**src/pkg/sfb_pkg.sv**
```systemverilog
// sfb_pkg: constants and types for the special-function flag and enable bank
// assumes: byte registers mapped one per aligned 32-bit word on an axi4-lite slave
package sfb_pkg;

  // ----------------------------------------------------------------
  // register byte addresses
  // ----------------------------------------------------------------
  // byte offsets of the bank are register indices; the bus address is index times four
  // irq status and mask sit just above the bank
  localparam int         SFB_IDX_FLAG1    = 2;
  localparam int         SFB_IDX_FLAG2    = 3;
  localparam int         SFB_IDX_ENABLE1  = 4;
  localparam int         SFB_IDX_ENABLE2  = 5;
  localparam int         SFB_IDX_TOP      = 15;
  localparam int         SFB_IDX_IRQ_ST   = 16;
  localparam int         SFB_IDX_IRQ_MSK  = 17;
  localparam logic [7:0] SFB_ADDR_FLAG1   = 8'(SFB_IDX_FLAG1 * 4);
  localparam logic [7:0] SFB_ADDR_FLAG2   = 8'(SFB_IDX_FLAG2 * 4);
  localparam logic [7:0] SFB_ADDR_ENABLE1 = 8'(SFB_IDX_ENABLE1 * 4);
  localparam logic [7:0] SFB_ADDR_ENABLE2 = 8'(SFB_IDX_ENABLE2 * 4);
  localparam logic [7:0] SFB_ADDR_IRQ_ST  = 8'(SFB_IDX_IRQ_ST * 4);
  localparam logic [7:0] SFB_ADDR_IRQ_MSK = 8'(SFB_IDX_IRQ_MSK * 4);
  localparam logic [7:0] SFB_ADDR_TOP     = 8'(SFB_IDX_TOP * 4 + 3);
  localparam logic [7:0] SFB_ADDR_DEC_TOP = 8'h4f;

  // ----------------------------------------------------------------
  // field positions
  // ----------------------------------------------------------------
  localparam int SFB_F1_WDOG   = 0;
  localparam int SFB_F1_OSC    = 1;
  localparam int SFB_F1_NMI    = 4;
  localparam int SFB_F2_RX     = 0;
  localparam int SFB_F2_TX     = 1;
  localparam int SFB_E1_ARX    = 6;
  localparam int SFB_E1_ATX    = 7;
  localparam int SFB_E1_SYNC   = 6;
  localparam int SFB_NUM_EV    = 5;

  // ----------------------------------------------------------------
  // reset values and bus answers
  // ----------------------------------------------------------------
  localparam logic       SFB_FLAG_RST = 1'b0;
  localparam logic [4:0] SFB_MASK_RST = 5'h00;
  localparam logic [1:0] SFB_RESP_OK  = 2'h0;
  localparam logic [1:0] SFB_RESP_ERR = 2'h2;

  typedef enum logic [0:0] {
    SFB_IDLE,
    SFB_RESP
  } sfb_bus_state_t;

endpackage

```
**src/pkg/sfb_ev_if.sv**
```systemverilog
// sfb_ev_if: carries per-flag hardware set and software write strobes
// assumes: one clock; strobes are one-cycle pulses, except hw_set of the oscillator flag, which is a level
`timescale 1ns/10ps
interface sfb_ev_if;
  logic hw_set;
  logic sw_wr;
  logic sw_val;
  logic flag;
  modport ctl (output hw_set, output sw_wr, output sw_val, input flag);
  modport bit_side (input hw_set, input sw_wr, input sw_val, output flag);
endinterface

```
**src/logic/sfb_bank.sv**
```systemverilog
// sfb_bank: special-function flag and module-enable byte registers, axi4-lite slave
// assumes: event inputs are asynchronous levels; aresetn is the power-up clear,
// por_n the power-on reset (both synchronous, active low)
//
// Overview of operation
// [RL1] watchdog overflow or key violation sets watchdog flag; the code sets it on overflow only while wdog_mode is high
// [RL2] watchdog flag cleared only by power-on or pin reset; the code skips the pin-reset clear when an nmi event rises in the same cycle
// [RL3] oscillator fault sets oscillator fault flag
// [RL4] pin nmi event sets nmi flag
// [RL5] flag register two bit0: serial rx, rw-0
// [RL6] flag register two bit1: serial tx, rw-0
// [RL7] separate async receiver and transmitter enables
// [RL8] one enable for synchronous serial mode
// [RL9] plain resets on power-up clear, parenthesised on power-on
// [RL10] only documented flag and enable bits stored
// [RL11] bank decoded in byte range 0fh to 00h
// [RL12] unused bits read zero; writes set/clear flags
// [RL13] hardware set beats same-cycle software clear
`timescale 1ns/10ps
module sfb_bank
  import sfb_pkg::*;
(
  input  wire logic        aclk,
  input  wire logic        aresetn,
  input  wire logic        por_n,
  input  wire logic        wdog_overflow,
  input  wire logic        wdog_mode,
  input  wire logic        key_violation,
  input  wire logic        osc_fault,
  input  wire logic        nmi_event,
  input  wire logic        pin_reset,
  input  wire logic        serial_rx_event,
  input  wire logic        serial_tx_event,
  input  wire logic [31:0] s_axi_awaddr,
  input  wire logic        s_axi_awvalid,
  output logic             s_axi_awready,
  input  wire logic [31:0] s_axi_wdata,
  input  wire logic [3:0]  s_axi_wstrb,
  input  wire logic        s_axi_wvalid,
  output logic             s_axi_wready,
  output logic [1:0]       s_axi_bresp,
  output logic             s_axi_bvalid,
  input  wire logic        s_axi_bready,
  input  wire logic [31:0] s_axi_araddr,
  input  wire logic        s_axi_arvalid,
  output logic             s_axi_arready,
  output logic [31:0]      s_axi_rdata,
  output logic [1:0]       s_axi_rresp,
  output logic             s_axi_rvalid,
  input  wire logic        s_axi_rready,
  output logic             async_rx_enable,
  output logic             async_tx_enable,
  output logic             sync_serial_enable,
  output logic             irq
);

  // ----------------------------------------------------------------
  // input synchronisers
  // ----------------------------------------------------------------
  logic [8:0] raw_in;
  logic [8:0] lvl;
  logic [8:0] rise;

  assign raw_in = {serial_tx_event, serial_rx_event, pin_reset, nmi_event,
                   osc_fault, key_violation, wdog_mode, wdog_overflow, 1'b0};

  genvar gi;
  generate
    for (gi = 1; gi < 9; gi++) begin : g_sync
      sfb_edge_sync u_sync (
        .aclk    (aclk),
        .aresetn (aresetn),
        .din     (raw_in[gi]),
        .level   (lvl[gi]),
        .rise    (rise[gi])
      );
    end
  endgenerate
  assign lvl[0]  = 1'b0;
  assign rise[0] = 1'b0;

  wire wdog_set  = (rise[1] & lvl[2]) | rise[3]; // [RL1]
  wire osc_set   = lvl[4];                       // [RL3]
  wire nmi_set   = rise[5];                      // [RL4]
  wire pin_rst   = rise[6];
  wire rx_set    = rise[7];
  wire tx_set    = rise[8];

  // ----------------------------------------------------------------
  // write channel
  // ----------------------------------------------------------------
  logic        awready_reg;
  logic        wready_reg;
  logic        aw_held_reg;
  logic        w_held_reg;
  logic [7:0]  awaddr_reg;
  logic [7:0]  wdata_reg;
  logic        wstrb0_reg;
  logic        bvalid_reg;
  logic [1:0]  bresp_reg;

  // ready comes from a flop: offered the cycle after valid, dropped at the take
  wire aw_offer  = s_axi_awvalid & ~awready_reg & ~aw_held_reg & ~bvalid_reg;
  wire w_offer   = s_axi_wvalid & ~wready_reg & ~w_held_reg & ~bvalid_reg;
  wire aw_take   = s_axi_awvalid & awready_reg;
  wire w_take    = s_axi_wvalid & wready_reg;
  wire wr_fire   = aw_held_reg & w_held_reg & ~bvalid_reg;
  wire wr_in_map = (awaddr_reg <= SFB_ADDR_TOP) | (awaddr_reg == SFB_ADDR_IRQ_ST)
                   | (awaddr_reg == SFB_ADDR_IRQ_MSK);
  wire wr_go     = wr_fire & wstrb0_reg;

  wire wr_flag1  = wr_go & (awaddr_reg == SFB_ADDR_FLAG1);
  wire wr_flag2  = wr_go & (awaddr_reg == SFB_ADDR_FLAG2);
  wire wr_en1    = wr_go & (awaddr_reg == SFB_ADDR_ENABLE1);
  wire wr_en2    = wr_go & (awaddr_reg == SFB_ADDR_ENABLE2);
  wire wr_ist    = wr_go & (awaddr_reg == SFB_ADDR_IRQ_ST);
  wire wr_imsk   = wr_go & (awaddr_reg == SFB_ADDR_IRQ_MSK);

  always_ff @(posedge aclk) begin
    if (!aresetn) begin
      awready_reg <= 1'b0;
      wready_reg  <= 1'b0;
      aw_held_reg <= 1'b0;
      w_held_reg  <= 1'b0;
      awaddr_reg  <= 8'h00;
      wdata_reg   <= 8'h00;
      wstrb0_reg  <= 1'b0;
      bvalid_reg  <= 1'b0;
      bresp_reg   <= SFB_RESP_OK;
    end else begin
      awready_reg <= aw_offer;
      wready_reg  <= w_offer;
      if (aw_take) begin
        aw_held_reg <= 1'b1;
        awaddr_reg  <= (s_axi_awaddr[31:8] == 24'h000000) ? s_axi_awaddr[7:0] : 8'hff;
      end
      if (w_take) begin
        w_held_reg <= 1'b1;
        wdata_reg  <= s_axi_wdata[7:0];
        wstrb0_reg <= s_axi_wstrb[0];
      end
      if (wr_fire) begin
        aw_held_reg <= 1'b0;
        w_held_reg  <= 1'b0;
        bvalid_reg  <= 1'b1;
        bresp_reg   <= wr_in_map ? SFB_RESP_OK : SFB_RESP_ERR; // [RL11]
      end else if (bvalid_reg & s_axi_bready) begin
        bvalid_reg <= 1'b0;
      end
    end
  end

  assign s_axi_awready = awready_reg;
  assign s_axi_wready  = wready_reg;
  assign s_axi_bvalid  = bvalid_reg;
  assign s_axi_bresp   = bresp_reg;

  // ----------------------------------------------------------------
  // flag storage
  // ----------------------------------------------------------------
  // watchdog flag survives power-up clear; of the resets only power-on, or a pin reset with no same-cycle nmi event, clears it
  sfb_ev_if ev_wdog ();
  sfb_ev_if ev_osc ();
  sfb_ev_if ev_nmi ();
  sfb_ev_if ev_rx ();
  sfb_ev_if ev_tx ();

  assign ev_wdog.hw_set = wdog_set;
  assign ev_wdog.sw_wr  = wr_flag1;
  assign ev_wdog.sw_val = wdata_reg[SFB_F1_WDOG];
  assign ev_osc.hw_set  = osc_set;
  assign ev_osc.sw_wr   = wr_flag1;
  assign ev_osc.sw_val  = wdata_reg[SFB_F1_OSC];
  assign ev_nmi.hw_set  = nmi_set;
  assign ev_nmi.sw_wr   = wr_flag1;
  assign ev_nmi.sw_val  = wdata_reg[SFB_F1_NMI];
  assign ev_rx.hw_set   = rx_set;
  assign ev_rx.sw_wr    = wr_flag2;
  assign ev_rx.sw_val   = wdata_reg[SFB_F2_RX];
  assign ev_tx.hw_set   = tx_set;
  assign ev_tx.sw_wr    = wr_flag2;
  assign ev_tx.sw_val   = wdata_reg[SFB_F2_TX];

  wire clr_puc  = ~aresetn;                   // [RL9]
  wire clr_wdog = ~por_n | (pin_rst & ~nmi_set); // [RL2]

  sfb_flag_bit u_wdog (.aclk(aclk), .clr(clr_wdog), .ev(ev_wdog));
  sfb_flag_bit u_osc  (.aclk(aclk), .clr(~por_n),   .ev(ev_osc));
  sfb_flag_bit u_nmi  (.aclk(aclk), .clr(clr_puc),  .ev(ev_nmi));
  sfb_flag_bit u_rx   (.aclk(aclk), .clr(clr_puc),  .ev(ev_rx));  // [RL5]
  sfb_flag_bit u_tx   (.aclk(aclk), .clr(clr_puc),  .ev(ev_tx));  // [RL6]

  // ----------------------------------------------------------------
  // module enables and interrupt bank
  // ----------------------------------------------------------------
  logic arx_en_reg;
  logic atx_en_reg;
  logic sync_en_reg;
  logic [SFB_NUM_EV-1:0] ist_reg;
  logic [SFB_NUM_EV-1:0] imsk_reg;
  logic irq_reg;

  wire [SFB_NUM_EV-1:0] ev_vec = {tx_set, rx_set, nmi_set, osc_set, wdog_set};
  wire [SFB_NUM_EV-1:0] ist_next =
    ev_vec | (ist_reg & ~(wr_ist ? wdata_reg[SFB_NUM_EV-1:0] : 5'h00)); // [RL13]

  always_ff @(posedge aclk) begin
    if (!aresetn) begin
      arx_en_reg  <= 1'b0; // [RL9]
      atx_en_reg  <= 1'b0;
      sync_en_reg <= 1'b0;
      ist_reg     <= SFB_MASK_RST;
      imsk_reg    <= SFB_MASK_RST;
      irq_reg     <= 1'b0;
    end else begin
      if (wr_en1) begin
        arx_en_reg <= wdata_reg[SFB_E1_ARX]; // [RL7]
        atx_en_reg <= wdata_reg[SFB_E1_ATX]; // [RL7]
      end
      if (wr_en2) begin
        sync_en_reg <= wdata_reg[SFB_E1_SYNC]; // [RL8]
      end
      if (wr_imsk) begin
        imsk_reg <= wdata_reg[SFB_NUM_EV-1:0];
      end
      ist_reg <= ist_next;
      irq_reg <= |(ist_next & (wr_imsk ? wdata_reg[SFB_NUM_EV-1:0] : imsk_reg));
    end
  end

  assign async_rx_enable    = arx_en_reg;
  assign async_tx_enable    = atx_en_reg;
  assign sync_serial_enable = sync_en_reg;
  assign irq                = irq_reg;

  // ----------------------------------------------------------------
  // read channel
  // ----------------------------------------------------------------
  // only stored bits appear; every other position reads zero
  logic        arready_reg;
  logic        rvalid_reg;
  logic [7:0]  rdata_reg;
  logic [1:0]  rresp_reg;

  wire        ar_offer = s_axi_arvalid & ~arready_reg & ~rvalid_reg;
  wire        ar_take  = s_axi_arvalid & arready_reg;
  wire [7:0]  ra      = (s_axi_araddr[31:8] == 24'h000000) ? s_axi_araddr[7:0] : 8'hff;
  wire [7:0]  rd_flag1 = {3'h0, ev_nmi.flag, 2'h0, ev_osc.flag, ev_wdog.flag}; // [RL10]
  wire [7:0]  rd_flag2 = {6'h00, ev_tx.flag, ev_rx.flag}; // [RL12]
  wire [7:0]  rd_en1   = {atx_en_reg, arx_en_reg, 6'h00};
  wire [7:0]  rd_en2   = {1'b0, sync_en_reg, 6'h00};
  wire        rd_map   = (ra <= SFB_ADDR_TOP) | (ra == SFB_ADDR_IRQ_ST)
                         | (ra == SFB_ADDR_IRQ_MSK); // [RL11]
  wire [7:0]  rd_mux   =
    (ra == SFB_ADDR_FLAG1)   ? rd_flag1 :
    (ra == SFB_ADDR_FLAG2)   ? rd_flag2 :
    (ra == SFB_ADDR_ENABLE1) ? rd_en1 :
    (ra == SFB_ADDR_ENABLE2) ? rd_en2 :
    (ra == SFB_ADDR_IRQ_ST)  ? {3'h0, ist_reg} :
    (ra == SFB_ADDR_IRQ_MSK) ? {3'h0, imsk_reg} : 8'h00;

  always_ff @(posedge aclk) begin
    if (!aresetn) begin
      arready_reg <= 1'b0;
      rvalid_reg  <= 1'b0;
      rdata_reg   <= 8'h00;
      rresp_reg   <= SFB_RESP_OK;
    end else begin
      arready_reg <= ar_offer;
      if (ar_take) begin
        rvalid_reg <= 1'b1;
        rdata_reg  <= rd_mux;
        rresp_reg  <= rd_map ? SFB_RESP_OK : SFB_RESP_ERR;
      end else if (rvalid_reg & s_axi_rready) begin
        rvalid_reg <= 1'b0;
      end
    end
  end

  assign s_axi_arready = arready_reg;
  assign s_axi_rvalid  = rvalid_reg;
  assign s_axi_rdata   = {24'h000000, rdata_reg};
  assign s_axi_rresp   = rresp_reg;

endmodule

```
**src/logic/sfb_edge_sync.sv**
```systemverilog
// sfb_edge_sync: two-stage synchroniser with rising-edge pulse out
// assumes: input is asynchronous to aclk
`timescale 1ns/10ps
module sfb_edge_sync
  import sfb_pkg::*;
(
  input  wire logic aclk,
  input  wire logic aresetn,
  input  wire logic din,
  output logic      level,
  output logic      rise
);

  logic meta_reg;
  logic sync_reg;
  logic last_reg;

  // --------------------------------
  // crossing
  // --------------------------------
  always_ff @(posedge aclk) begin
    if (!aresetn) begin
      meta_reg <= 1'b0;
      sync_reg <= 1'b0;
      last_reg <= 1'b0;
    end else begin
      meta_reg <= din;
      sync_reg <= meta_reg;
      last_reg <= sync_reg;
    end
  end

  assign level = sync_reg;
  assign rise  = sync_reg & ~last_reg;

endmodule

```
**src/logic/sfb_flag_bit.sv**
```systemverilog
// sfb_flag_bit: one stored flag, set by hardware, written by software
// assumes: caller supplies the clear condition for its reset class
`timescale 1ns/10ps
module sfb_flag_bit
  import sfb_pkg::*;
(
  input  wire logic aclk,
  input  wire logic clr,
  sfb_ev_if.bit_side ev
);

  logic flag_reg;

  // --------------------------------
  // storage
  // --------------------------------
  always_ff @(posedge aclk) begin
    if (clr) begin
      flag_reg <= SFB_FLAG_RST;
    end else if (ev.hw_set) begin
      flag_reg <= 1'b1; // [RL13]
    end else if (ev.sw_wr) begin
      flag_reg <= ev.sw_val; // [RL12]
    end
  end

  assign ev.flag = flag_reg;

endmodule

```
**config.mk**
```make
export PLATFORM = sky130hd
export DESIGN_NAME = sfb_bank
export DESIGN_NICKNAME = d
export VERILOG_FILES = /design/src/pkg/sfb_pkg.sv /design/src/pkg/sfb_ev_if.sv /design/src/logic/sfb_bank.sv /design/src/logic/sfb_edge_sync.sv /design/src/logic/sfb_flag_bit.sv
export SDC_FILE = /design/constraint.sdc
export NUM_CORES = 1
export LEC_CHECK = 0
export ABC_CLOCK_PERIOD_IN_PS = 2000
export BUFFER_PORTS_ARGS = -buffer_cell sky130_fd_sc_hd__buf_2
export CAP_MARGIN = 40
export CORE_ASPECT_RATIO = 0.6
export CORE_MARGIN = 2
export CORE_UTILIZATION = 41
export DETAILED_ROUTE_END_ITERATION = 10
export PLACE_DENSITY = 0.79
export SLEW_MARGIN = 20
export SYNTH_ARGS = -nofsm -noshare
export SYNTH_HDL_FRONTEND = slang
export SYNTH_HIERARCHICAL = 1
export SYNTH_SLANG_ARGS = --single-unit
```
**constraint.sdc**
```tcl
create_clock -name aclk -period 2 [get_ports aclk]
set_clock_uncertainty 0.15 [all_clocks]
set_input_delay 0.2 -clock aclk [delete_from_list [all_inputs] [get_ports aclk]]
set_output_delay 0.2 -clock aclk [all_outputs]
set_load 0.1 [all_outputs]
```
==> After elaboration in Yosys (flattened, before gate mapping) <==
Cells that the tools add are included.
{ "word_totals": {"reg_bits": 77, "input_bits": 116, "out_inout_bits": 45, "word_cells": 153} }
{ "classes": {"n_lt_le_gt_ge": 2, "eq_ne": 12, "mux": 26, "bitwise": 56, "n_reduce_logical": 11} }
{ "ops": {"columns": ["cell", "n"], "rows": [
  ["logical NOT 24 bit", 2],
  ["2-to-1 mux 8 bit", 5],
  ["== test 8 x 4 -> 1 bit, second input constant", 4],
  ["== test 8 x 5 -> 1 bit, second input constant", 4],
  ["== test 8 x 7 -> 1 bit, second input constant", 4],
  ["bitwise AND 1 bit", 30],
  ["2-to-1 mux 5 bit", 4],
  ["less-or-equal comparator 8 x 6 -> 1 bit, second input constant", 2],
  ["inverter 1 bit", 16],
  ["2-to-1 mux 1 bit", 14],
  ["nonzero test 2 bit", 7],
  ["bitwise AND 5 bit", 2],
  ["2-to-1 mux 7 bit", 1],
  ["bitwise OR 1 bit", 6],
  ["inverter 5 bit", 1],
  ["bitwise OR 5 bit", 1],
  ["OR reduction 5 bit", 1],
  ["2-to-1 mux 2 bit", 2],
  ["OR reduction 2 bit", 1]
]} }

==> Depth between registers and ports, before layout <==
Gate-level depths: netlist (run 1).
{ "depth": {"ltp_word": 10, "depth_mapped": 7, "ltp_nobuf": 7} }

==> By module <==
Netlist (run 1), hierarchy kept.
{ "modules_own_cells": {"columns": ["module", "instances", "cells_per_inst", "area_each_um2", "seq_area_each_um2"], "rows": [
  ["sfb_bank", 1, 253, 2275.9, 920.9],
  ["sfb_edge_sync", 8, 7, 92.6, 60.1],
  ["sfb_flag_bit", 5, 4, 38.8, 20.0]
]} }

==> Least setup slack after synthesis (run 1) <==
Ideal clock, no wire load.
{ "synth_timing": {"path_type": "flip-flop to flip-flop", "startpoint": "register bvalid_reg (netlist: s_axi_bvalid)", "endpoint": "register irq_reg (netlist: irq)", "setup_time_ns": 0.138, "arrival_time_ns": 2.238, "required_ns": 1.712, "path_slack_ns": -0.527, "path_stages_with_launch": 7, "n_path_buf": 1, "period_less_slack_ns": 2.527, "path_cell_list": "dfxtp_1 -> and4b_1 -> clkbuf_1 -> nand4_1 -> mux2_2 -> a22oi_1 -> a41oi_1"} }
{ "synth_via": {"elab_chain_cells": 10, "elab_cells_between_ends": 12, "classes_between": "2 x mux; 9 x bitwise; 1 x reduce/logical"} }
{ "synth_lines": {"columns": ["item", "line_no", "rtl"], "rows": [
  ["start: declaration", "sfb_bank.sv:99", "logic bvalid_reg;"],
  ["start signal: assignment", "sfb_bank.sv:128", "bvalid_reg <= 1'b0;"],
  ["start signal: assignment", "sfb_bank.sv:145", "bvalid_reg <= 1'b1;"],
  ["start signal: assignment", "sfb_bank.sv:148", "bvalid_reg <= 1'b0;"],
  ["inverter 1 bit *", "sfb_bank.sv:107", "wire wr_fire = aw_held_reg & w_held_reg & ~bvalid_reg;"],
  ["bitwise AND 1 bit *", "sfb_bank.sv:107", null],
  ["bitwise AND 1 bit *", "sfb_bank.sv:110", "wire wr_go = wr_fire & wstrb0_reg;"],
  ["bitwise AND 1 bit", "sfb_bank.sv:116", "wire wr_ist = wr_go & (awaddr_reg == SFB_ADDR_IRQ_ST);"],
  ["2-to-1 mux 5 bit", "sfb_bank.sv:205", "ev_vec | (ist_reg & ~(wr_ist ? wdata_reg[SFB_NUM_EV-1:0] : 5'h00));"],
  ["inverter 5 bit", "sfb_bank.sv:205", null],
  ["bitwise AND 5 bit", "sfb_bank.sv:205", null],
  ["bitwise OR 5 bit", "sfb_bank.sv:205", null],
  ["bitwise AND 5 bit *", "sfb_bank.sv:227", "irq_reg <= |(ist_next & (wr_imsk ? wdata_reg[SFB_NUM_EV-1:0] : imsk_reg));"],
  ["OR reduction 5 bit *", "sfb_bank.sv:227", null],
  ["end signal: assignment", "sfb_bank.sv:227", null],
  ["end: declaration", "sfb_bank.sv:201", "logic irq_reg;"]
]} }
Every way passes the cells marked *; elsewhere a longest branch is shown, timed or not.
A chain may end at the register's enable or synchronous reset.

==> Worst setup path after layout (run 1) <==
{ "layout_timing": {"startpoint": "input port s_axi_araddr[8]", "endpoint": "register rdata_reg[1]"} }
{ "layout_via": {"elab_chain_cells": 9, "elab_cells_between_ends": 14, "classes_between": "6 x eq/ne; 7 x mux; 1 x reduce/logical"} }
{ "layout_lines": {"columns": ["item", "line_no", "rtl"], "rows": [
  ["start: declaration", "sfb_bank.sv:44", "input wire logic [31:0] s_axi_araddr,"],
  ["logical NOT 24 bit *", "sfb_bank.sv:247", "wire [7:0] ra = (s_axi_araddr[31:8] == 24'h000000) ? s_axi_araddr[7:0] : 8'hff;"],
  ["2-to-1 mux 8 bit *", "sfb_bank.sv:247", null],
  ["== test 8 x 7 -> 1 bit", "sfb_bank.sv:260", "(ra == SFB_ADDR_IRQ_MSK) ? {3'h0, imsk_reg} : 8'h00;"],
  ["2-to-1 mux 5 bit", "sfb_bank.sv:260", null],
  ["2-to-1 mux 5 bit", "sfb_bank.sv:259", "(ra == SFB_ADDR_IRQ_ST) ? {3'h0, ist_reg} :"],
  ["2-to-1 mux 7 bit", "sfb_bank.sv:258", "(ra == SFB_ADDR_ENABLE2) ? rd_en2 :"],
  ["2-to-1 mux 8 bit", "sfb_bank.sv:257", "(ra == SFB_ADDR_ENABLE1) ? rd_en1 :"],
  ["2-to-1 mux 8 bit", "sfb_bank.sv:256", "(ra == SFB_ADDR_FLAG2) ? rd_flag2 :"],
  ["2-to-1 mux 8 bit *", "sfb_bank.sv:255", "(ra == SFB_ADDR_FLAG1) ? rd_flag1 :"],
  ["end signal: assignment", "sfb_bank.sv:272", "rdata_reg <= rd_mux;"],
  ["end: declaration", "sfb_bank.sv:242", "logic [7:0] rdata_reg;"]
]} }
Marked as above.

==> results.tsv, run 1 <==
metric	value	unit
status	complete, no violations	
Crit path max-delay family	simple AND/OR/NAND/NOR gates	
Static Leak	1.953	nW
Pint	2.927	mW
initial core utilization	42.73	%
Max FO, Critical Path	8	
worst hold path type	in -> reg	
Comb pwr share	14.1	%
ant diodes	0	
Mapped Area	3131	um2
final hold viol count	0	
crit path cell chain	buf_2 > or4_1 > nor4_4 > nand4_4 > or4b_1 > a21oi_1	
Yosys warning total	6	
Max-cap violations	0	
Switch Pwr	1.027	mW
DRT Pass-1 Iters	4	
fin crit share	98.84	%
share of layout cells above drive strength 1	34.60	%
HPWL Detailed	5723	um
CP Capture Type	register	
Worst Setup Start Kind	input port	
setup violators final	0	
antenna-violating nets left	0	
DR top layer	met4	
row cnt	24	
Reg clk slew, reported paths	60	ps
commonest non-fill, non-tap cell in the layout	buf_2	
clk buf depth	2	
first-pass GRT wire length	11980	um
final cell utilization of the core	60.38	%
Bufs and invs on worst path	1	
Clock Tree Root	clkbuf_16	
total length of routed met3 wires	520	um
Final WS setup	23.28	ps
hold slack	9.628	ps
Die W	116.8	um
number of fill cells	640	
IO Count	161	
Max rail drop VDD	0.0004973	V
commonest cells after routing, fill and taps aside	buf_2 (105), dfxtp_1 (69)	
Largest stage delay, worst path	580	ps
Final Slew Violations	0	
Least-Margin Pin Slew	550.1	ps
Area Overhead vs Synth	41.33	%
Mean Syn Cell Area	9.692	um2
relative slew slack	63.29	%
die area	8373	um2
Port-buffer cells	105	
number of H-tree levels	3	
GP Congestion	0.9181	
CP max stage cell	or4_1	
CTS tree	yes	
crit path DAT	2080	ps
vias	2793	
Total GRT Usage	18.70	%
vias in the first global route	2615	
crit path time final	1977	ps
Avg WL per Cell	13.81	um
total CTS buffers	9	
Clock power frac	46.9	%
pwr dens	893.9	nW/um2
Final #Nets	585	
initial antenna violation count	0	
chip height	71.69	um
drt drc	0	
post-CTS setup buffers	0	
Crit path required time	2110	ps
dpl ws	-336.7	ps
# clock sinks	73	
Core Footprint	7327	um2
vias per cell	4.832	
FMAX	0.5059	GHz
setup TNS	0	ps
switching fraction of total power	25.98	%
DRT iter0 DRCs	136	
GR Overflow Total	0	
RSZ-0062 raised after global routing	true	
WL met2	3706	um
total length of routed wires	7985	um
Power Total	3.955	mW
largest net degree at the start of global routing	37	
met1 WL	3625	um
Mapped Cells	323	
worst-skew pair later-pin latency	340	ps
sequential share of power	39.0	%
CP Class	in -> reg	
-- through the flow --
stage,cells,area [um2]
after global placement,535,3772
after floorplan,349,3243
after detailed placement,535,3772
final,578,4424
after global routing,578,4424
after CTS,578,4398
-- worst min-delay path, stage by stage --
cell and delay, ps:
buf_2 90, nand3_1 80, a21oi_1 70
-- per-layer routing --
metal  global-route usage [%]  up-vias
li1                         -     1394
met1                    23.61     1284
met2                    29.93      102
met3                    6.684       13
met4                    6.275        0
met5                        0        -
-- power groups by stage --
stage                     Combinational, mW  Clock (mW)  Sequential, mW
final                                 0.559        1.85            1.54
after CTS                             0.555        1.88            1.54
after detailed placement              0.511           0            1.57
after global placement                0.504           0            1.57
after global routing                  0.592        1.95            1.55
after floorplan                       0.376           0            1.60
-- final timing paths --
path / start / to / slack (ps) / cells past startpoint
worst max-delay path: s_axi_araddr[8] / rdata_reg[1] / 20 / 6
worst min-delay path: s_axi_wdata[7] / wdata_reg[7] / 10 / 3
worst max register to register: s_axi_arready / rdata_reg[1] / 50 / 5
worst min register to register: s_axi_awready / s_axi_awready / 270 / 1
-- layout make-up --
cell class	count	area (um2)	area share, %
clock buffer	11	242.7	5.486
clock inverter	5	102.6	2.319
inverter	9	33.78	0.7636
multi-input combinational	231	1535	34.70
sequential	73	1474	33.31
tap	104	130.1	2.941
timing repair buffer	145	905.9	20.48
-- timing repair --
item                                    in CTS  in global routing
endpoints found under the hold margin       28                  0
endpoints found under the setup margin       1                  2
hold buffers                                27                  0
gates resized for setup                      2                  5
pin swaps                                    0                  3
No activity file was read; power rests on OpenSTA's default activity.
==> inputs of run 2 (changes only) <==
--- a/config.mk
+++ b/config.mk
@@ -9,7 +9,6 @@
 export BUFFER_PORTS_ARGS = -buffer_cell sky130_fd_sc_hd__buf_2
 export CAP_MARGIN = 40
 export CORE_ASPECT_RATIO = 0.6
-export CORE_MARGIN = 2
 export CORE_UTILIZATION = 41
 export DETAILED_ROUTE_END_ITERATION = 10
 export PLACE_DENSITY = 0.79
==> results.tsv, run 2 (synthesized netlist as in run 1, its figures left out) <==
metric	value	unit
first-pass GRT wire length	11920	um
die area	8000	um2
Largest stage delay, worst path	350	ps
drt drc	0	
pwr dens	839.9	nW/um2
Worst Setup Start Kind	register	
WL met2	3588	um
CP Capture Type	register	
Final #Nets	588	
setup violators final	0	
FMAX	0.5114	GHz
IO Count	161	
Final WS setup	44.75	ps
chip height	69.69	um
total CTS buffers	9	
Max-cap violations	0	
relative slew slack	65.14	%
Area Overhead vs Synth	40.09	%
Critical R2R Launch	awaddr_reg[7]	
fin crit share	97.76	%
CP Class	reg -> reg	
commonest cells after routing, fill and taps aside	buf_2 (105), dfxtp_1 (70)	
Core Footprint	7327	um2
Total GRT Usage	19.25	%
Critical path origin	awaddr_reg[7]	
largest net degree at the start of global routing	35	
DRT Pass-1 Iters	4	
final hold viol count	0	
DRT iter0 DRCs	143	
ant diodes	0	
Max FO, Critical Path	4	
CP max stage cell	dfxtp_1	
worst-skew pair later-pin latency	330	ps
Final Slew Violations	0	
total length of routed met3 wires	423	um
Avg WL per Cell	13.03	um
total length of routed wires	7571	um
Static Leak	1.941	nW
commonest non-fill, non-tap cell in the layout	buf_2	
vias in the first global route	2653	
crit path time final	1955	ps
antenna-violating nets left	0	
vias	2779	
# clock sinks	73	
Crit path required time	2040	ps
GP Congestion	0.8225	
worst hold path type	in -> reg	
initial core utilization	42.73	%
row cnt	24	
GR Overflow Total	0	
number of H-tree levels	3	
Reg clk slew, reported paths	60	ps
crit path cell chain	nor4b_4 > buf_4 > and4b_1 > a31oi_1 > a22oi_2 > a41oi_2	
vias per cell	4.783	
Port-buffer cells	105	
DR top layer	met3	
HPWL Detailed	5607	um
met1 WL	3559	um
final cell utilization of the core	59.85	%
Max rail drop VDD	0.0005125	V
crit path DAT	2000	ps
CTS tree	yes	
initial antenna violation count	0	
RSZ-0062 raised after global routing	true	
dpl ws	-263.1	ps
Least-Margin Pin Slew	521.8	ps
Clock Tree Root	clkbuf_16	
clk buf depth	2	
status	complete, no violations	
hold wc startpoint	s_axi_wdata[1]	
Die W	114.8	um
setup TNS	0	ps
share of layout cells above drive strength 1	34.80	%
-- run 2: cell types whose count changed in the layout (fill, tap and decap cells not counted) --
cell and delta:
buf_4 +4, bufinv_16 -2, buf_12 -1, clkinv_2 +1
clkinvlp_4 +1, dfxtp_1 +1, dfxtp_2 -1
-- run 2: path summary, 6_finish.rpt --
path                                      end  slack (ps)  cells past startpoint
worst min-delay path             wdata_reg[1]          10                      3
worst max-delay path                      irq          40                      6
worst min register to register  s_axi_awready         270                      1
worst max register to register            irq          40                      6
-- run 2: layout make-up --
cell class	count	area [um2]
fillers	651	2942
repair buffers	148	915.9
clock buffers	11	242.7
well taps	104	130.1
clock inverters	5	55.05
inverters	9	33.78
flip-flops and latches	73	1473
multi-input cells	231	1535
-- run 2: metrics by stage --
| stage | power [mW] | hold WS (ps) | instance area [um2] | std cells |
|---|---|---|---|---|
| after floorplan | 1.976 | 159.2 | 3243 | 349 |
| after global placement | 2.074 | 254.9 | 3775 | 537 |
| after detailed placement | 2.084 | 259.1 | 3775 | 537 |
| after CTS | 3.710 | 2.260 | 4352 | 580 |
| after global routing | 3.800 | 18.23 | 4385 | 581 |
| final | 3.683 | 12.85 | 4385 | 581 |
-- run 2: routing by layer --
| layer | vias to the layer above | GRT usage, % |
|---|---|---|
| li1 | 1398 | - |
| met1 | 1299 | 25.25 |
| met2 | 82 | 30.71 |
| met3 | 0 | 6.643 |
| met4 | 0 | 3.896 |
| met5 | - | 0 |
-- run 2: worst max-delay path: cells and delay by family (launching register included) --
| kind | cells | cell delay (ps) |
|---|---|---|
| AND/OR/NAND/NOR | 2 | 650 |
| AO/OA/AOI/OAI | 3 | 510 |
| flip-flops | 1 | 350 |
| buffers and inverters | 1 | 170 |
-- run 2: where the power goes --
part | internal, mW | switching, mW
Sequential | 1.50 | 0.0333
Combinational | 0.178 | 0.387
Clock | 0.994 | 0.587
-- run 2: timing repair --
| item | CTS | global route |
|---|---|---|
| resized for setup | 1 | 5 |
| buffers inserted | 0 | 1 |
| setup endpoints to repair | 1 | 4 |
| endpoints found under the hold margin | 28 | 0 |
| hold buffers | 27 | 0 |
| pin swaps | 0 | 2 |
